File: config.mk
export PLATFORM = sky130hd
export DESIGN_NAME = wdt_top
export DESIGN_NICKNAME = d
export VERILOG_FILES = /design/src/wdt_pkg.sv /design/src/wdt_top.sv /design/src/wdt_count.sv
export SDC_FILE = /design/constraint.sdc
export NUM_CORES = 1
export LEC_CHECK = 0
export BUFFER_PORTS_ARGS = -buffer_cell sky130_fd_sc_hd__buf_4
export CAP_MARGIN = 25
export CORE_MARGIN = 4
export CORE_UTILIZATION = 40
export DETAILED_ROUTE_END_ITERATION = 10
export GPL_TIMING_DRIVEN = 0
export PLACE_DENSITY_LB_ADDON = 0.3
export SLEW_MARGIN = 20
export SYNTH_ARGS = -nofsm -noshare
export SYNTH_HDL_FRONTEND = slang
export SYNTH_HIERARCHICAL = 1
export SYNTH_SLANG_ARGS = --single-unit
File: constraint.sdc
create_clock -name i_clk -period 4.53 [get_ports i_clk]
set_input_delay 0.453 -clock i_clk [delete_from_list [all_inputs] [get_ports i_clk]]
set_output_delay 0.453 -clock i_clk [all_outputs]
set_load 0.05 [all_outputs]
File: src/wdt_pkg.sv
// Shared constants, field layouts and types of the watchdog block.
package wdt_pkg;
  localparam int          ADDR_W     = 12;
  localparam logic [11:0] CTRL_OFF   = 12'h80c;
  localparam logic [11:0] FLAG_OFF   = 12'h810;
  localparam logic [11:0] EVT_OFF    = 12'h814;
  localparam logic [11:0] MASK_OFF   = 12'h818;
  localparam int          CS_BIT     = 7;
  localparam int          PS_LSB     = 1;
  localparam int          PS_MSB     = 5;
  localparam int          SEN_BIT    = 0;
  localparam logic [4:0]  PS_RESET   = 5'h0b;
  localparam logic [4:0]  PS_MAX     = 5'h12;
  localparam logic [4:0]  RATIO_BASE = 5'h05;
  localparam int          CNT_W      = 24;
  localparam int          EV_RST     = 0;
  localparam int          EV_WAKE    = 1;
  localparam int          EV_W       = 2;
  localparam logic [1:0]  RESP_OK    = 2'h0;
  localparam logic [1:0]  RESP_ERR   = 2'h2;

  typedef enum logic [1:0] {
    MODE_OFF     = 2'b00,
    MODE_SW      = 2'b01,
    MODE_NOSLEEP = 2'b10,
    MODE_ON      = 2'b11
  } wdt_mode_type;

  typedef struct packed {
    logic       cs;
    logic [4:0] ps;
    logic       software_watch_enable;
  } wdt_ctrl_type;

  typedef struct packed {
    logic watch_reset_cause_flag_n;
    logic pd_n;
    logic to_n;
  } wdt_flags_type;

  localparam wdt_ctrl_type  CTRL_RESET  = '{cs: 1'b0, ps: PS_RESET, software_watch_enable: 1'b0};
  localparam wdt_flags_type FLAGS_RESET = 3'h7;

  // Reserved codes fall back to the shortest ratio.
  function automatic logic [CNT_W-1:0] wdt_limit(input logic [4:0] ps);
    logic [4:0] n;
    n = (ps > PS_MAX) ? 5'h00 : ps;
    wdt_limit = CNT_W'(1) << (n + RATIO_BASE);
  endfunction

  // Register image of the control word; bit 6 always reads zero.
  function automatic logic [7:0] wdt_ctrl_word(input wdt_ctrl_type c);
    wdt_ctrl_word = {c.cs, 1'b0, c.ps, c.software_watch_enable};
  endfunction
endpackage

File: src/wdt_top.sv
// Watchdog timer with its AXI4-Lite register slave and status flags.
`timescale 1ns/10ps
module wdt_top
  import wdt_pkg::*;
#(
  parameter int CW = CNT_W
) (
  input  wire logic              i_clk,
  input  wire logic              i_rst,
  input  wire logic              i_awvalid,
  output logic                   o_awready,
  input  wire logic [ADDR_W-1:0] i_awaddr,
  input  wire logic              i_wvalid,
  output logic                   o_wready,
  input  wire logic [31:0]       i_wdata,
  input  wire logic [3:0]        i_wstrb,
  output logic                   o_bvalid,
  input  wire logic              i_bready,
  output logic [1:0]             o_bresp,
  input  wire logic              i_arvalid,
  output logic                   o_arready,
  input  wire logic [ADDR_W-1:0] i_araddr,
  output logic                   o_rvalid,
  input  wire logic              i_rready,
  output logic [31:0]            o_rdata,
  output logic [1:0]             o_rresp,
  input  wire logic [1:0]        i_timer_enable_config_field_cfg,
  input  wire logic              i_lfosc_tick,
  input  wire logic              i_alt_tick,
  input  wire logic              i_clear_instr,
  input  wire logic              i_sleep_enter,
  input  wire logic              i_wake_req,
  output logic                   o_sys_reset,
  output logic                   o_wake,
  output logic                   o_asleep,
  output logic                   o_active,
  output logic                   o_irq
);
  wdt_ctrl_type           ctrl;
  wdt_flags_type          flags;
  logic [EV_W-1:0]        ev;
  logic [EV_W-1:0]        mask;
  logic                   aw_have;
  logic                   w_have;
  logic [ADDR_W-1:0]      waddr;
  logic [31:0]            wdata;
  logic [3:0]             wstrb;
  logic                   active;
  logic                   expire;
  logic [CW-1:0]          count;
  wdt_mode_type           mode;

  // Write channel: address and data are taken in either order.
  wire take_aw = i_awvalid && o_awready;
  wire take_w  = i_wvalid && o_wready;
  wire do_wr   = aw_have && w_have && !o_bvalid;
  wire next_aw_have = do_wr ? 1'b0 : (aw_have || take_aw);
  wire next_w_have  = do_wr ? 1'b0 : (w_have || take_w);
  wire next_bvalid  = do_wr || (o_bvalid && !i_bready);

  wire [9:0] wword  = waddr[ADDR_W-1:2];
  wire hit_ctrl     = wword == CTRL_OFF[ADDR_W-1:2];
  wire hit_flag     = wword == FLAG_OFF[ADDR_W-1:2];
  wire hit_evt      = wword == EVT_OFF[ADDR_W-1:2];
  wire hit_mask     = wword == MASK_OFF[ADDR_W-1:2];
  wire wr_hit       = hit_ctrl || hit_flag || hit_evt || hit_mask;
  wire wr_ctrl      = do_wr && hit_ctrl;
  wire wr_flag      = do_wr && hit_flag && wstrb[0];
  wire wr_evt       = do_wr && hit_evt && wstrb[0];
  wire wr_mask      = do_wr && hit_mask && wstrb[0];

  // Read channel: one read at a time, data from a register.
  wire take_ar     = i_arvalid && o_arready;
  wire next_rvalid = take_ar || (o_rvalid && !i_rready);
  wire [9:0] rword = i_araddr[ADDR_W-1:2];
  wire rd_ctrl     = rword == CTRL_OFF[ADDR_W-1:2];
  wire rd_flag     = rword == FLAG_OFF[ADDR_W-1:2];
  wire rd_evt      = rword == EVT_OFF[ADDR_W-1:2];
  wire rd_mask     = rword == MASK_OFF[ADDR_W-1:2];
  wire rd_hit      = rd_ctrl || rd_flag || rd_evt || rd_mask;
  wire [31:0] rd_word =
    rd_ctrl ? {24'h000000, wdt_ctrl_word(ctrl)} :
    rd_flag ? {29'h0, flags} :
    rd_evt  ? {30'h0, ev} :
    rd_mask ? {30'h0, mask} : 32'h00000000;

  // Sleep handling and watchdog events.
  wire sleep_go    = i_sleep_enter && !o_asleep;
  wire wake_go     = o_asleep && (i_wake_req || expire);
  wire wdt_rst     = expire && !o_asleep;
  wire cnt_clear   = wr_ctrl || i_clear_instr || sleep_go || wake_go
                     || wdt_rst;
  wire tick        = ctrl.cs ? i_alt_tick : i_lfosc_tick;
  wire [EV_W-1:0] ev_set = {expire && o_asleep, wdt_rst};
  wire [EV_W-1:0] ev_clr = wr_evt ? wdata[EV_W-1:0] : '0;
  // A new event wins over a write-one-to-clear in the same cycle.
  wire [EV_W-1:0] next_ev = (ev & ~ev_clr) | ev_set;

  assign mode = wdt_mode_type'(i_timer_enable_config_field_cfg);

  always_comb begin
    case (mode)
      MODE_ON:      active = 1'b1;
      MODE_NOSLEEP: active = !o_asleep;
      MODE_SW:      active = ctrl.software_watch_enable;
      MODE_OFF:     active = 1'b0;
      default:      active = 1'b0;
    endcase
  end

  wdt_count #(
    .W (CW)
  ) u_count (
    .i_clk    (i_clk),
    .i_rst    (i_rst),
    .i_clear  (cnt_clear),
    .i_run    (active),
    .i_tick   (tick),
    .i_ps     (ctrl.ps),
    .o_expire (expire),
    .o_count  (count)
  );

  always_ff @(posedge i_clk) begin
    if (i_rst) begin
      aw_have   <= 1'b0;
      w_have    <= 1'b0;
      o_awready <= 1'b0;
      o_wready  <= 1'b0;
      o_bvalid  <= 1'b0;
      o_bresp   <= RESP_OK;
      waddr     <= '0;
      wdata     <= 32'h00000000;
      wstrb     <= 4'h0;
    end else begin
      aw_have   <= next_aw_have;
      w_have    <= next_w_have;
      o_awready <= !next_aw_have && !next_bvalid;
      o_wready  <= !next_w_have && !next_bvalid;
      o_bvalid  <= next_bvalid;
      if (do_wr) begin
        o_bresp <= wr_hit ? RESP_OK : RESP_ERR;
      end
      if (take_aw) begin
        waddr <= i_awaddr;
      end
      if (take_w) begin
        wdata <= i_wdata;
        wstrb <= i_wstrb;
      end
    end
  end

  always_ff @(posedge i_clk) begin
    if (i_rst) begin
      o_arready <= 1'b0;
      o_rvalid  <= 1'b0;
      o_rdata   <= 32'h00000000;
      o_rresp   <= RESP_OK;
    end else begin
      o_arready <= !next_rvalid;
      o_rvalid  <= next_rvalid;
      if (take_ar) begin
        o_rdata <= rd_word;
        o_rresp <= rd_hit ? RESP_OK : RESP_ERR;
      end
    end
  end

  // A watchdog reset is a reset too, so it reloads the control word.
  always_ff @(posedge i_clk) begin
    if (i_rst || wdt_rst) begin
      ctrl <= CTRL_RESET;
    end else if (wr_ctrl && wstrb[0]) begin
      ctrl.cs  <= wdata[CS_BIT];
      ctrl.ps  <= wdata[PS_MSB:PS_LSB];
      ctrl.software_watch_enable <= wdata[SEN_BIT];
    end
  end

  // Hardware updates come last so they win over a software write.
  always_ff @(posedge i_clk) begin
    if (i_rst) begin
      flags <= FLAGS_RESET;
    end else begin
      if (wr_flag) begin
        flags <= wdt_flags_type'(wdata[2:0]);
      end
      if (sleep_go) begin
        flags.pd_n <= 1'b0;
        flags.to_n <= 1'b1;
      end
      if (expire) begin
        flags.watch_reset_cause_flag_n <= 1'b0;
      end
      if (wake_go && expire) begin
        flags.to_n <= 1'b0;
        flags.pd_n <= 1'b0;
      end
    end
  end

  always_ff @(posedge i_clk) begin
    if (i_rst) begin
      ev          <= '0;
      mask        <= '0;
      o_irq       <= 1'b0;
      o_asleep    <= 1'b0;
      o_sys_reset <= 1'b0;
      o_wake      <= 1'b0;
      o_active    <= 1'b0;
    end else begin
      ev          <= next_ev;
      o_irq       <= |(next_ev & (wr_mask ? wdata[EV_W-1:0] : mask));
      if (wr_mask) begin
        mask <= wdata[EV_W-1:0];
      end
      o_asleep    <= sleep_go || (o_asleep && !wake_go);
      o_sys_reset <= wdt_rst;
      o_wake      <= wake_go;
      o_active    <= active;
    end
  end
endmodule // wdt_top

File: src/wdt_count.sv
// Prescaled watchdog counter with a selectable time-out limit.
`timescale 1ns/10ps
module wdt_count
  import wdt_pkg::*;
#(
  parameter int W = CNT_W
) (
  input  wire logic         i_clk,
  input  wire logic         i_rst,
  input  wire logic         i_clear,
  input  wire logic         i_run,
  input  wire logic         i_tick,
  input  wire logic [4:0]   i_ps,
  output logic              o_expire,
  output logic [W-1:0]      o_count
);
  wire [W-1:0] limit = W'(wdt_limit(i_ps));
  wire         last  = (o_count + W'(1)) == limit;
  wire         step  = i_run && i_tick;

  // An idle watchdog holds zero, so enabling it always starts a full period.
  always_ff @(posedge i_clk) begin
    if (i_rst || i_clear || !i_run) begin
      o_count  <= '0;
      o_expire <= 1'b0;
    end else begin
      o_expire <= step && last;
      if (step) begin
        o_count <= last ? '0 : o_count + W'(1);
      end
    end
  end
endmodule // wdt_count

==> impl_metrics.toml <==
[run_status]
outcome = "completed"

[grt]
antenna_found_initial = 0
grt_max_degree = 16
grt.overflow.total = 0
first_global_vias = 4158
grt.total_usage_pct = 18.82
grt_pass1_wl_um = 20270

[synthesis]
synth.avg_cell_area_um2 = 7.960
synth.most_common_cell = "nand2_1"
synthTopCellsByArea = "dfxtp_1, nand2_1, a21oi_1"
netlist_instances = 583
synth_warnings = 6
ys.flop_type = "dfxtp_1"
synth_seq_cells = 78
async_flop_share_pct = 0
synth_common_cells = "nand2_1, dfxtp_1, a21oi_1, nor2_1, buf_4"
synth_top_area_share_pct = 33.65
synth_edf_count = 0
syn_area_um2 = 4641
synth.yosys.seq_area_share_pct = 33.65
yosys.cell_types.count = 70
yosys.area.top_type = "dfxtp_1"

[floorplanning]
initial_utilization_pct = 40.82
dieHeight_um = 115.7
num_io_pins = 120
coreArea_um2 = 11370
fp.dieW_um = 115.7
dieArea_um2 = 13390
rows = 39

[drt]
route.vias.total = 4359
dr.pass1.iters = 5
avgRoutedWirePerCell_um = 15.10
drt_iter0_drc = 275
remaining_drc_errors = 0
drtAntennaViolNets = 0
wirelength_um = 12500
avgViaCountPerCell = 5.264

[critical_path]
worstPathRequired_ns = 4.73
cp-start-kind = "flip-flop"
r2r_slack_ns = 1.38
setup.worst_path.end_class = "flip-flop"
path_max_fanout = 10
crit_type = "flip-flop to flip-flop"
arrival_ns = 3.36

[clocking]
cts_resized = 0
cts_tree = "done"
clock_latency_ns = 0.34
postCtsHoldBufs = 0
cts_buffers = 9
path_clk_slew_ns = 0.06
root_buffer = "clkbuf_16"
cts_setup_buffers = 0
max-clock-path-buffers = 2
htreeDepth = 3
cts.sinks = 78

[timing]
slew_headroom_pct = 59.05
drv_slew = 0
max_freq_ghz = 0.3170
tns_ns = 0
skew_ns = 0.006556
rsz0062_at_grt = "no"
setup_viol = 0
worst_pin_slew_ns = 0.6057
finalHoldViolations = 0
fin_ws_ns = 1.375
finalCritPeriodShare_pct = 69.64
layout_min_cycle_time_ns = 3.155

[pwr]
total_power_uw = 1662
peakVddDrop_mv = 0.2428
p_int_uw = 1207
leakage_uw = 0.002238
p_comb_share_pct = 11.9
power_density_nw_per_um2 = 292.9
p_sw_uw = 455.1
clkPwrFrac_pct = 45.2
seq_power_share_pct = 42.9
swShare_pct = 27.38

[layout]
drive_gt1_share_pct = 22.19
fin_area_um2 = 5674
syn2layout_area_growth_pct = 22.27
final_core_util_pct = 49.91
num-nets-final = 755
multi_input_area_um2 = 2799
diodes = 0
nFillCells = 1139
seqCellArea_um2 = 1562

[placement]
place.detailed.hpwl_um = 9592
place.gp.congestion = 0.8900
io_buffers = 60
pre_cts_ws_ns = 1.443
placed_cell_area_um2 = 5368

[hold_path]
min_path_type = "input port to flip-flop"

[flow_run]
drv_cap = 0
flip-flops by register name, indices dropped and copies added, names as in the netlist, 2 cells and up:
name and cells:
ctrl 7, o_rdata 7, mask 2, flags 3, waddr 10, u_count/o_count 24, wdata 7, ev 2
per-layer routing:
metal	vias up	GRT usage [%]	part of all wire, %
li1	2192	-	-
met3	17	4.125	6.6
met1	1998	24.75	44
met5	-	0	0
met2	152	30.59	48
met4	0	6.651	2.0
cell usage in the layout (no fill, tap or decap), types with 16 or more instances in the layout:
cell type	n
a21oi_1	47
and2_1	16
buf_4	87
clkbuf_1	18
conb_1	27
dfxtp_1	78
nand2_1	90
nand3_1	23
nor2_1	47
nor3_1	20
xnor2_1	21
power groups by stage:
stage	sequential (µW)	combinational (µW)	clock, µW
2_1_floorplan	746	121	0
3_3_place_gp	729	195	0
3_5_place_dp	729	197	0
4_1_cts	714	198	763
5_1_grt	716	212	788
6_report	714	198	750
metrics by stage:
step / hold WS [ns] / std cells
final: 0.3649 / 828
after CTS: 0.3578 / 828
after global placement: 0.4378 / 812
after detailed placement: 0.4451 / 812
after floorplan: 0.4167 / 609
after global routing: 0.3669 / 828
final timing paths:
check | to | startpoint | depth (start not counted)
max | u_count/o_count[21] | u_count/o_count[1] | 11
min | wdata[1] | i_wdata[1] | 3
max reg2reg | u_count/o_count[21] | u_count/o_count[1] | 11
min reg2reg | o_awready | aw_have | 1
logic make-up after synthesis:
kind of cell	after synthesis	share of synthesized area [%]
mux	16	3.532
compound gates	103	14.42
fa+ha+maj	1	0.2696
other cells	1	0.08081
xor+xnor	32	6.794
buf+inv	64	8.142
flops	78	33.65
simple gates	288	33.11
worst max-delay path: stages (launching register included):
cell and delay, ns:
dfxtp_1 0.48, ha_1 0.32, and3_1 0.27, and3_1 0.30, nand3_1 0.17, xnor2_1 0.16, or4_4 0.43, nor4_4 0.31
nand2_2 0.21, buf_6 0.20, nand3_1 0.08, a31oi_1 0.08
area by class of cell:
type                    count  area share (%)
inverters                   5          0.3308
well taps                 143           3.153
plain buffers              59           6.329
multi-input cells         467           49.33
repair buffers             60           7.938
flip-flops and latches     78           27.52
clock inverters             7           1.433
clock buffers               9           3.969
No activity file was read; power rests on OpenSTA's default activity.
